### config.mk
export PLATFORM = sky130hd
export DESIGN_NAME = dst_debug_serial
export DESIGN_NICKNAME = d
export VERILOG_FILES = /design/src/design/dst_debug_serial.v /design/src/design/dst_pin_sync.v
export VERILOG_INCLUDE_DIRS = /design/src /design/src/common
export SDC_FILE = /design/constraint.sdc
export NUM_CORES = 1
export LEC_CHECK = 0
export BUFFER_PORTS_ARGS = -buffer_cell sky130_fd_sc_hd__buf_4
export CAP_MARGIN = 10
export CORE_ASPECT_RATIO = 0.75
export CORE_MARGIN = 2
export CORE_UTILIZATION = 35
export DETAILED_ROUTE_END_ITERATION = 6
export PLACE_DENSITY = 0.58
export SETUP_SLACK_MARGIN = 0.15
export SYNTH_ARGS = -nofsm -noshare
export SYNTH_HDL_FRONTEND = slang
export SYNTH_SLANG_ARGS = --single-unit
### constraint.sdc
create_clock -name CORE_CLK -period 2.33 [get_ports CORE_CLK]
set_clock_uncertainty 0.15 [all_clocks]
set_input_delay 0.466 -clock CORE_CLK [delete_from_list [all_inputs] [get_ports CORE_CLK]]
set_output_delay 0.466 -clock CORE_CLK [all_outputs]
set_load 0.01 [all_outputs]
### src/common/dst_map.vh
// constants and bit-cycle timing for the debug serial time-out and step block
// Function
// - single step runs exactly one user instruction
// - pending interrupt: stack only, no instruction
// - stepped stop/wait holds step unfinished
// - in stepped stop/wait all commands but enter-debug work
// - system stop blocks every debug command
// - leaving stop/wait enters debug mode at vector
// - no acknowledge for step over stop/wait
// - commands during/after stop/wait still acknowledge
// - handshake enable cleared by system stop or ack-disable command
// - low over 128 cycles is speed probe
// - probe waits for rising edge, no time-out
// - short low pulse counts as one bit
// - 512 cycles without falling edge mid-transfer soft-resets
// - handshake off: unfetched read dropped after 512
// - handshake on: time-out paused awaiting read data
// - acknowledge re-arms 512-cycle read time-out
// - after soft-reset next fall starts anew
// - handshake disabled after NRST reset, kept over soft-reset
// - probe reply: wait high, 16, low 128, speedup
`ifndef DST_MAP_VH
`define DST_MAP_VH
`define DST_PROBE_CYC     16'h0080
`define DST_TIMEOUT_CYC   16'h0200
`define DST_REPLY_DLY     16'h0010
`define DST_REPLY_LOW     16'h0080
`define DST_CNT_ONE       16'h0001
`define DST_CNT_ZERO      16'h0000
`endif

### src/design/dst_debug_serial.v
// debug serial link time-out, speed probe, handshake and single-step control
`timescale 1ns/1ps
`include "dst_map.vh"
module dst_debug_serial #(
  parameter CNT_W = 16
) (
  // clock, reset, enable
  input  wire CORE_CLK,
  input  wire NRST,
  input  wire CE,
  // debug serial pin (oe low while driving)
  input  wire DEBUG_SERIAL_PIN_I,
  output reg  DEBUG_SERIAL_PIN_O,
  output reg  DEBUG_SERIAL_PIN_OE_N,
  // bit receiver status
  output reg  BIT_STROBE,
  output reg  BIT_VALUE,
  output reg  SOFT_RESET,
  output reg  PROBE_SEEN,
  // command decoder side
  input  wire CMD_PARTIAL,
  input  wire CMD_VALID,
  input  wire CMD_IS_ENTER_DEBUG,
  input  wire CMD_IS_STEP,
  input  wire CMD_IS_ACK_ENABLE,
  input  wire CMD_IS_ACK_DISABLE,
  input  wire CMD_IS_READ,
  input  wire READ_DATA_FETCHED,
  input  wire ACK_ISSUED,
  output reg  CMD_EXEC,
  output reg  ACK_REQ,
  output reg  HANDSHAKE_EN,
  // cpu side
  input  wire DEBUG_MODE_ACTIVE,
  input  wire IRQ_PENDING,
  input  wire CPU_LOW_POWER,
  input  wire SYSTEM_STOP,
  input  wire INSTR_DONE,
  input  wire STACKING_DONE,
  output reg  RUN_ONE_INSTR,
  output reg  DO_STACKING,
  output reg  ENTER_DEBUG_MODE,
  output reg  STEP_PENDING
);
  wire pin_lvl;
  reg  pin_last_q;
  wire fall = pin_last_q & ~pin_lvl;
  wire rise = ~pin_last_q & pin_lvl;

  dst_pin_sync u_sync (
    .CORE_CLK (CORE_CLK),
    .NRST     (NRST),
    .CE       (CE),
    .PIN_IN   (DEBUG_SERIAL_PIN_I),
    .PIN_LVL  (pin_lvl)
  );

  function [CNT_W-1:0] inc;
    input [CNT_W-1:0] v;
    begin
      inc = v + `DST_CNT_ONE;
    end
  endfunction

  // receive / probe states
  localparam [4:0] RX_IDLE  = 5'h01;
  localparam [4:0] RX_LOW   = 5'h02;
  localparam [4:0] RX_PROBE = 5'h04;
  localparam [4:0] RX_DLY   = 5'h08;
  localparam [4:0] RX_REPLY = 5'h10;
  reg [4:0]       rx_q;
  reg [CNT_W-1:0] low_cnt_q;
  reg [CNT_W-1:0] to_cnt_q;
  reg             speedup_q;
  reg             read_wait_q;
  reg             read_armed_q;

  // step states
  localparam [3:0] ST_IDLE  = 4'h1;
  localparam [3:0] ST_RUN   = 4'h2;
  localparam [3:0] ST_STACK = 4'h4;
  localparam [3:0] ST_LOWP  = 4'h8;
  reg [3:0] st_q;
  reg       step_noack_q;
  reg       step_ack;

  wire transfer_open = CMD_PARTIAL | read_armed_q;
  wire to_paused     = read_wait_q & HANDSHAKE_EN;
  wire timeout       = transfer_open & ~to_paused &
                       (to_cnt_q >= `DST_TIMEOUT_CYC - `DST_CNT_ONE);
  // hardware commands stay live in cpu stop/wait except enter-debug while a step is pending, none in system stop
  wire cmd_ok = CMD_VALID & ~SYSTEM_STOP &
                ~(CMD_IS_ENTER_DEBUG & CPU_LOW_POWER & STEP_PENDING);

  always @(posedge CORE_CLK) begin
    if (!NRST) begin
      pin_last_q            <= 1'b1;
      rx_q                  <= RX_IDLE;
      low_cnt_q             <= `DST_CNT_ZERO;
      to_cnt_q              <= `DST_CNT_ZERO;
      speedup_q             <= 1'b0;
      read_wait_q           <= 1'b0;
      read_armed_q          <= 1'b0;
      DEBUG_SERIAL_PIN_O    <= 1'b1;
      DEBUG_SERIAL_PIN_OE_N <= 1'b1;
      BIT_STROBE            <= 1'b0;
      BIT_VALUE             <= 1'b0;
      SOFT_RESET            <= 1'b0;
      PROBE_SEEN            <= 1'b0;
      HANDSHAKE_EN          <= 1'b0;
      CMD_EXEC              <= 1'b0;
      ACK_REQ               <= 1'b0;
    end else if (CE) begin
      pin_last_q <= pin_lvl;
      BIT_STROBE <= 1'b0;
      SOFT_RESET <= 1'b0;
      PROBE_SEEN <= 1'b0;
      CMD_EXEC   <= 1'b0;
      ACK_REQ    <= 1'b0;
      // time-out counter
      // a soft-reset restarts the count so a held partial flag fires again 512 cycles later
      if (fall || timeout || !transfer_open || to_paused)
        to_cnt_q <= `DST_CNT_ZERO;
      else
        to_cnt_q <= inc(to_cnt_q);
      if (timeout) begin
        SOFT_RESET   <= 1'b1;
        read_wait_q  <= 1'b0;
        read_armed_q <= 1'b0;
      end
      // accepted command side effects
      if (cmd_ok) begin
        CMD_EXEC <= 1'b1;
        if (CMD_IS_ACK_ENABLE)
          HANDSHAKE_EN <= 1'b1;
        else if (CMD_IS_ACK_DISABLE)
          HANDSHAKE_EN <= 1'b0;
        if (CMD_IS_READ) begin
          read_wait_q  <= 1'b1;
          read_armed_q <= 1'b1;
        end
        // step ack is deferred to the step machine
        if ((HANDSHAKE_EN || CMD_IS_ACK_ENABLE) && !CMD_IS_STEP && !CMD_IS_READ)
          ACK_REQ <= 1'b1;
      end
      if (read_wait_q && HANDSHAKE_EN && ACK_ISSUED) begin
        read_wait_q <= 1'b0;
        to_cnt_q    <= `DST_CNT_ZERO;
      end
      if (READ_DATA_FETCHED) begin
        read_wait_q  <= 1'b0;
        read_armed_q <= 1'b0;
      end
      if (SYSTEM_STOP)
        HANDSHAKE_EN <= 1'b0;
      if (step_ack)
        ACK_REQ <= 1'b1;
      // bit reception and speed probe
      case (rx_q)
        RX_IDLE: begin
          DEBUG_SERIAL_PIN_OE_N <= 1'b1;
          if (fall) begin
            rx_q      <= RX_LOW;
            low_cnt_q <= `DST_CNT_ZERO;
          end
        end
        RX_LOW: begin
          low_cnt_q <= inc(low_cnt_q);
          if (pin_lvl) begin
            rx_q       <= RX_IDLE;
            BIT_STROBE <= 1'b1;
            BIT_VALUE  <= 1'b1;
          end else if (low_cnt_q >= `DST_PROBE_CYC) begin
            rx_q         <= RX_PROBE;
            PROBE_SEEN   <= 1'b1;
            SOFT_RESET   <= 1'b1;
            read_wait_q  <= 1'b0;
            read_armed_q <= 1'b0;
          end
        end
        RX_PROBE: begin
          if (rise) begin
            rx_q      <= RX_DLY;
            low_cnt_q <= `DST_CNT_ZERO;
          end
        end
        RX_DLY: begin
          low_cnt_q <= inc(low_cnt_q);
          if (low_cnt_q >= `DST_REPLY_DLY - `DST_CNT_ONE) begin
            rx_q                  <= RX_REPLY;
            low_cnt_q             <= `DST_CNT_ZERO;
            DEBUG_SERIAL_PIN_O    <= 1'b0;
            DEBUG_SERIAL_PIN_OE_N <= 1'b0;
          end
        end
        RX_REPLY: begin
          if (speedup_q) begin
            speedup_q             <= 1'b0;
            DEBUG_SERIAL_PIN_OE_N <= 1'b1;
            rx_q                  <= RX_IDLE;
          end else begin
            low_cnt_q <= inc(low_cnt_q);
            if (low_cnt_q >= `DST_REPLY_LOW - `DST_CNT_ONE) begin
              speedup_q          <= 1'b1;
              DEBUG_SERIAL_PIN_O <= 1'b1;
            end
          end
        end
        default: rx_q <= RX_IDLE;
      endcase
    end
  end

  // single step control
  always @* begin
    step_ack = 1'b0;
    if (HANDSHAKE_EN && !step_noack_q &&
        ((st_q == ST_RUN && INSTR_DONE && !CPU_LOW_POWER) ||
         (st_q == ST_STACK && STACKING_DONE)))
      step_ack = 1'b1;
  end

  always @(posedge CORE_CLK) begin
    if (!NRST) begin
      st_q             <= ST_IDLE;
      step_noack_q     <= 1'b0;
      RUN_ONE_INSTR    <= 1'b0;
      DO_STACKING      <= 1'b0;
      ENTER_DEBUG_MODE <= 1'b0;
      STEP_PENDING     <= 1'b0;
    end else if (CE) begin
      RUN_ONE_INSTR    <= 1'b0;
      DO_STACKING      <= 1'b0;
      ENTER_DEBUG_MODE <= 1'b0;
      case (st_q)
        ST_IDLE: begin
          if (cmd_ok && CMD_IS_STEP && DEBUG_MODE_ACTIVE) begin
            STEP_PENDING <= 1'b1;
            step_noack_q <= 1'b0;
            if (IRQ_PENDING) begin
              st_q        <= ST_STACK;
              DO_STACKING <= 1'b1;
            end else begin
              st_q          <= ST_RUN;
              RUN_ONE_INSTR <= 1'b1;
            end
          end
        end
        ST_RUN: begin
          if (CPU_LOW_POWER) begin
            st_q         <= ST_LOWP;
            step_noack_q <= 1'b1;
          end else if (INSTR_DONE) begin
            st_q             <= ST_IDLE;
            ENTER_DEBUG_MODE <= 1'b1;
            STEP_PENDING     <= 1'b0;
          end
        end
        ST_STACK: begin
          if (STACKING_DONE) begin
            st_q             <= ST_IDLE;
            ENTER_DEBUG_MODE <= 1'b1;
            STEP_PENDING     <= 1'b0;
          end
        end
        ST_LOWP: begin
          if (!CPU_LOW_POWER && STACKING_DONE) begin
            st_q             <= ST_IDLE;
            ENTER_DEBUG_MODE <= 1'b1;
            STEP_PENDING     <= 1'b0;
          end
        end
        default: st_q <= ST_IDLE;
      endcase
    end
  end
endmodule // dst_debug_serial

### src/design/dst_pin_sync.v
// three-stage synchroniser for the debug serial pin with change agreement
`timescale 1ns/1ps
module dst_pin_sync (
  // clock and reset
  input  wire CORE_CLK,
  input  wire NRST,
  input  wire CE,
  // pin in and filtered level out
  input  wire PIN_IN,
  output reg  PIN_LVL
);
  reg s1_q;
  reg s2_q;
  reg s3_q;

  always @(posedge CORE_CLK) begin
    if (!NRST) begin
      s1_q    <= 1'b1;
      s2_q    <= 1'b1;
      s3_q    <= 1'b1;
      PIN_LVL <= 1'b1;
    end else if (CE) begin
      s1_q <= PIN_IN;
      s2_q <= s1_q;
      s3_q <= s2_q;
      // level changes only when the two later stages agree
      if (s2_q == s3_q)
        PIN_LVL <= s3_q;
    end
  end
endmodule // dst_pin_sync

==> results.json <==
{
  "core_um2": 9200,
  "avgSynthCellArea_um2": 8.31,
  "combPwrFrac": 0.171,
  "dp.final_hpwl_um": 6060,
  "dr.pass1.iters": 4,
  "seqCellArea_um2": 1270,
  "clock_power_share": 0.445,
  "yosys.area.top_type": "dfxtp_1",
  "multi_input_area_um2": 2050,
  "numCtsBuffers": 9,
  "p_leak_nw": 1.57,
  "yosysSeqAreaShare": 0.376,
  "die_x_um": 117,
  "gr-total-overflow": 0,
  "crit_path_cell_trace": "or4b_4 > o21ai_2 > a221o_2 > buf_12 > buf_8 > or4_1 > a21oi_2",
  "timing.fmax_mhz": 447,
  "viasPerCell": 5.53,
  "worstPathArrival_ps": 2350,
  "drc": 0,
  "rows": 30,
  "syn_nets": 426,
  "period_minus_slack_ps": 2240,
  "ios": 32,
  "synth_top_area_share": 0.376,
  "max_slew_margin": 0.584,
  "die-area_um2": 10400,
  "wl_per_cell_um": 15.6,
  "die_h_um": 88.8,
  "dr.first_iter.drc_count": 181,
  "rsz0062_at_grt": "yes",
  "post-route-period-util": 0.960,
  "antenna_found_initial": 0,
  "wl_um": 9270,
  "hold_buffers": 0,
  "cts.sinks": 63,
  "num_vias": 3280,
  "worst_pin_slew_ps": 624,
  "switching_share": 0.264,
  "p_sw_w": 0.000783,
  "critical_path_class": "register to register",
  "synth.distinct_cells": 66,
  "fin_tns_setup_ps": 0,
  "crit_path_top_delay_cell": "or4_1",
  "clockBufferDepth": 2,
  "max-vdd-ir-drop_v": 0.000499,
  "max_stage_delay_ps": 490,
  "diodes": 0,
  "rr_endpoint": "low_cnt_q[10]$_SDFFE_PN0P_",
  "pwr-share-seq": 0.384,
  "critPathCaptureType": "register",
  "hp-class": "input port to register",
  "grt_pass1_wl_um": 15200,
  "final_util": 0.473,
  "drive_above_1_share": 0.254,
  "cts-htree-levels": 3,
  "fill_cells": 888,
  "netlist_area_um2": 3360,
  "r2r-start": "rx_q[2]$_SDFFE_PN0P_",
  "cp_max_fo": 7,
  "ys_warn_count": 0,
  "p_int_w": 0.00218,
  "maxCapViolCount": 0,
  "grtUsageTotal": 0.189,
  "yosys-top-cells-area": "dfxtp_1 (38%), nor2_1 (5.3%), nand3_1 (3.7%)",
  "syn2layout_area_growth_pct": 29.5,
  "cts-root-buf": "clkbuf_16",
  "hold_violations": 0,
  "clk_pin_slew_worst_paths_ps": 50,
  "detail-route-antenna-nets": 0,
  "cp.required_ps": 2440,
  "synth-main-ff-cell": "dfxtp_1",
  "holdPathStages": 2,
  "crit_family": "simple AND/OR/NAND/NOR gates",
  "r2r_cells": 7,
  "async_flop_share": 0,
  "worstHoldStart": "SYSTEM_STOP",
  "gp_congestion": 0.850,
  "power_density_nw_per_um2": 681,
  "synth-edff-count": 0,
  "cp-start-kind": "register",
  "rrSetupSlack_ps": 90,
  "initial_core_util": 0.365,
  "status": "complete, no violations",
  "nNetsFinal": 482,
  "grt_max_degree": 22,
  "grt_pass1_vias": 3096,
  "setup_viol": 0,
  "cp.buffers_inverters": 2,
  "report.final.slew_viol_count": 0,
  "tritoncts": "built",
  "clkLatencyLatePin_ps": 330,
  "synth-seq-cells": 63,
  "portBuffers": 31,
  "syn_inst": 404,
  "hold_end": "HANDSHAKE_EN$_SDFFE_PN0P_"
}
==> what timing repair did <==
item,4_1_cts,5_1_grt
setup endpoints to repair,18,35
pin swaps,3,9
resized for setup,11,25
gates cloned,2,1
buffers inserted,3,10
==> worst register-to-register path: cells and delay by family (launching register included) <==
kind            cells  cell delay, ps
simple gates        2             730
compound gates      3             660
flops               1             350
buf+inv             2             280
==> metal layers <==
layer	part of all wire	GRT usage	vias up
li1	-	-	1620
met1	0.49	0.270	1543
met2	0.43	0.272	100
met3	0.060	0.0479	17
met4	0.016	0.0706	0
met5	0	0	-
==> cell usage in the layout (no fill, tap or decap), types with 3 or more instances in the layout <==
cell type  netlist  layout
o22ai_1          3       3
nor4b_1          3       3
nor3_1           8       8
nand2_1         33      33
ha_1             3       3
o21ai_0         15      13
a221o_2          1       3
nand2b_1         3       3
a21oi_1         24      22
dfxtp_2          0       4
a31oi_1          4       4
o211ai_1         4       4
dfxtp_1         63      57
and2_1           5       4
and3_1           7       6
nand3_1         25      25
mux2i_1          7       7
nor4_1           5       5
nor2_1          47      45
xor2_1          10      10
buf_4            1      62
nand4_1          8       8
a21oi_2          1       3
xnor2_1          6       6
clkbuf_16        0       9
o2bb2ai_1        5       5
or4_1            7       6
inv_1           12      12
a211oi_1         8       7
clkinv_2         0       3
o31ai_1         11      10
o41ai_1          3       3
nor2_2           1       3
or4_4            2       3
or3_1            5       5
==> layout make-up <==
| class | count | area share |
|---|---|---|
| multi-input combinational | 308 | 0.472 |
| sequential | 63 | 0.293 |
| clock buffer | 12 | 0.0567 |
| clock inverter | 4 | 0.0104 |
| timing repair buffer | 65 | 0.120 |
| inverter | 13 | 0.0112 |
| tap | 128 | 0.0368 |
==> logic make-up (layout without fill, tap and decap cells) <==
| family | Yosys count | after routing | share of synthesized area |
|---|---|---|---|
| adders and majority gates | 3 | 3 | 0.0112 |
| DFF | 63 | 63 | 0.376 |
| xor gates and xnor gates | 16 | 16 | 0.0418 |
| buffers and inverters | 36 | 94 | 0.0488 |
| AOI/OAI and AO/OA | 102 | 104 | 0.217 |
| muxes | 8 | 8 | 0.0276 |
| and+or+nand+nor | 176 | 177 | 0.278 |
==> flip-flops by register name (all words and copies together), names as in the netlist, 4 cells and up <==
register and count:
rx_q 5, low_cnt_q 16, to_cnt_q 16, st_q 4
==> power by group through the flow <==
| stage | clock network, W | registers [W] | logic, W |
|---|---|---|---|
| floorplan | 0 | 0.00115 | 0.000289 |
| global placement | 0 | 0.00116 | 0.000375 |
| detailed placement | 0 | 0.00116 | 0.000377 |
| CTS | 0.00135 | 0.00114 | 0.000437 |
| global route | 0.00140 | 0.00114 | 0.000543 |
| finish | 0.00132 | 0.00114 | 0.000505 |
==> cells in the mapped netlist, types with 6 or more instances <==
cell / number
nand2_1: 33
o31ai_1: 11
xnor2_1: 6
inv_1: 12
or4_1: 7
dfxtp_1: 63
xor2_1: 10
a21oi_1: 24
o21ai_0: 15
nor2_1: 47
mux2i_1: 7
nor3_1: 8
clkbuf_1: 15
a211oi_1: 8
nand4_1: 8
nand3_1: 25
and3_1: 7
==> stage by stage <==
step	power, W	setup WS (ps)	instances	cell area [µm²]	hold slack, ps
global route	0.00309	21.0	593	4350	167
floorplan	0.00143	161	404	3380	280
CTS	0.00293	137	582	4200	162
global placement	0.00153	28.0	561	3800	294
finish	0.00296	93.7	593	4350	174
detailed placement	0.00153	-87.7	561	3800	304
==> worst max path at each step <==
| stage | startpoint | to | slack (ps) | depth (start not counted) |
|---|---|---|---|---|
| floorplan | rx_q[2]$_SDFFE_PN0P_ | low_cnt_q[13]$_SDFFE_PN0P_ | 160 | 7 |
| global route | rx_q[2]$_SDFFE_PN0P_ | low_cnt_q[10]$_SDFFE_PN0P_ | 20 | 7 |
| finish | rx_q[2]$_SDFFE_PN0P_ | low_cnt_q[10]$_SDFFE_PN0P_ | 90 | 7 |
| detailed placement | rx_q[1]$_SDFFE_PN0P_ | low_cnt_q[12]$_SDFFE_PN0P_ | -90 | 5 |
| CTS | rx_q[0]$_SDFFE_PN1P_ | low_cnt_q[12]$_SDFFE_PN0P_ | 140 | 5 |
| global placement | rx_q[2]$_SDFFE_PN0P_ | low_cnt_q[6]$_SDFFE_PN0P_ | 30 | 5 |
Power figures use the tool's default switching activity.
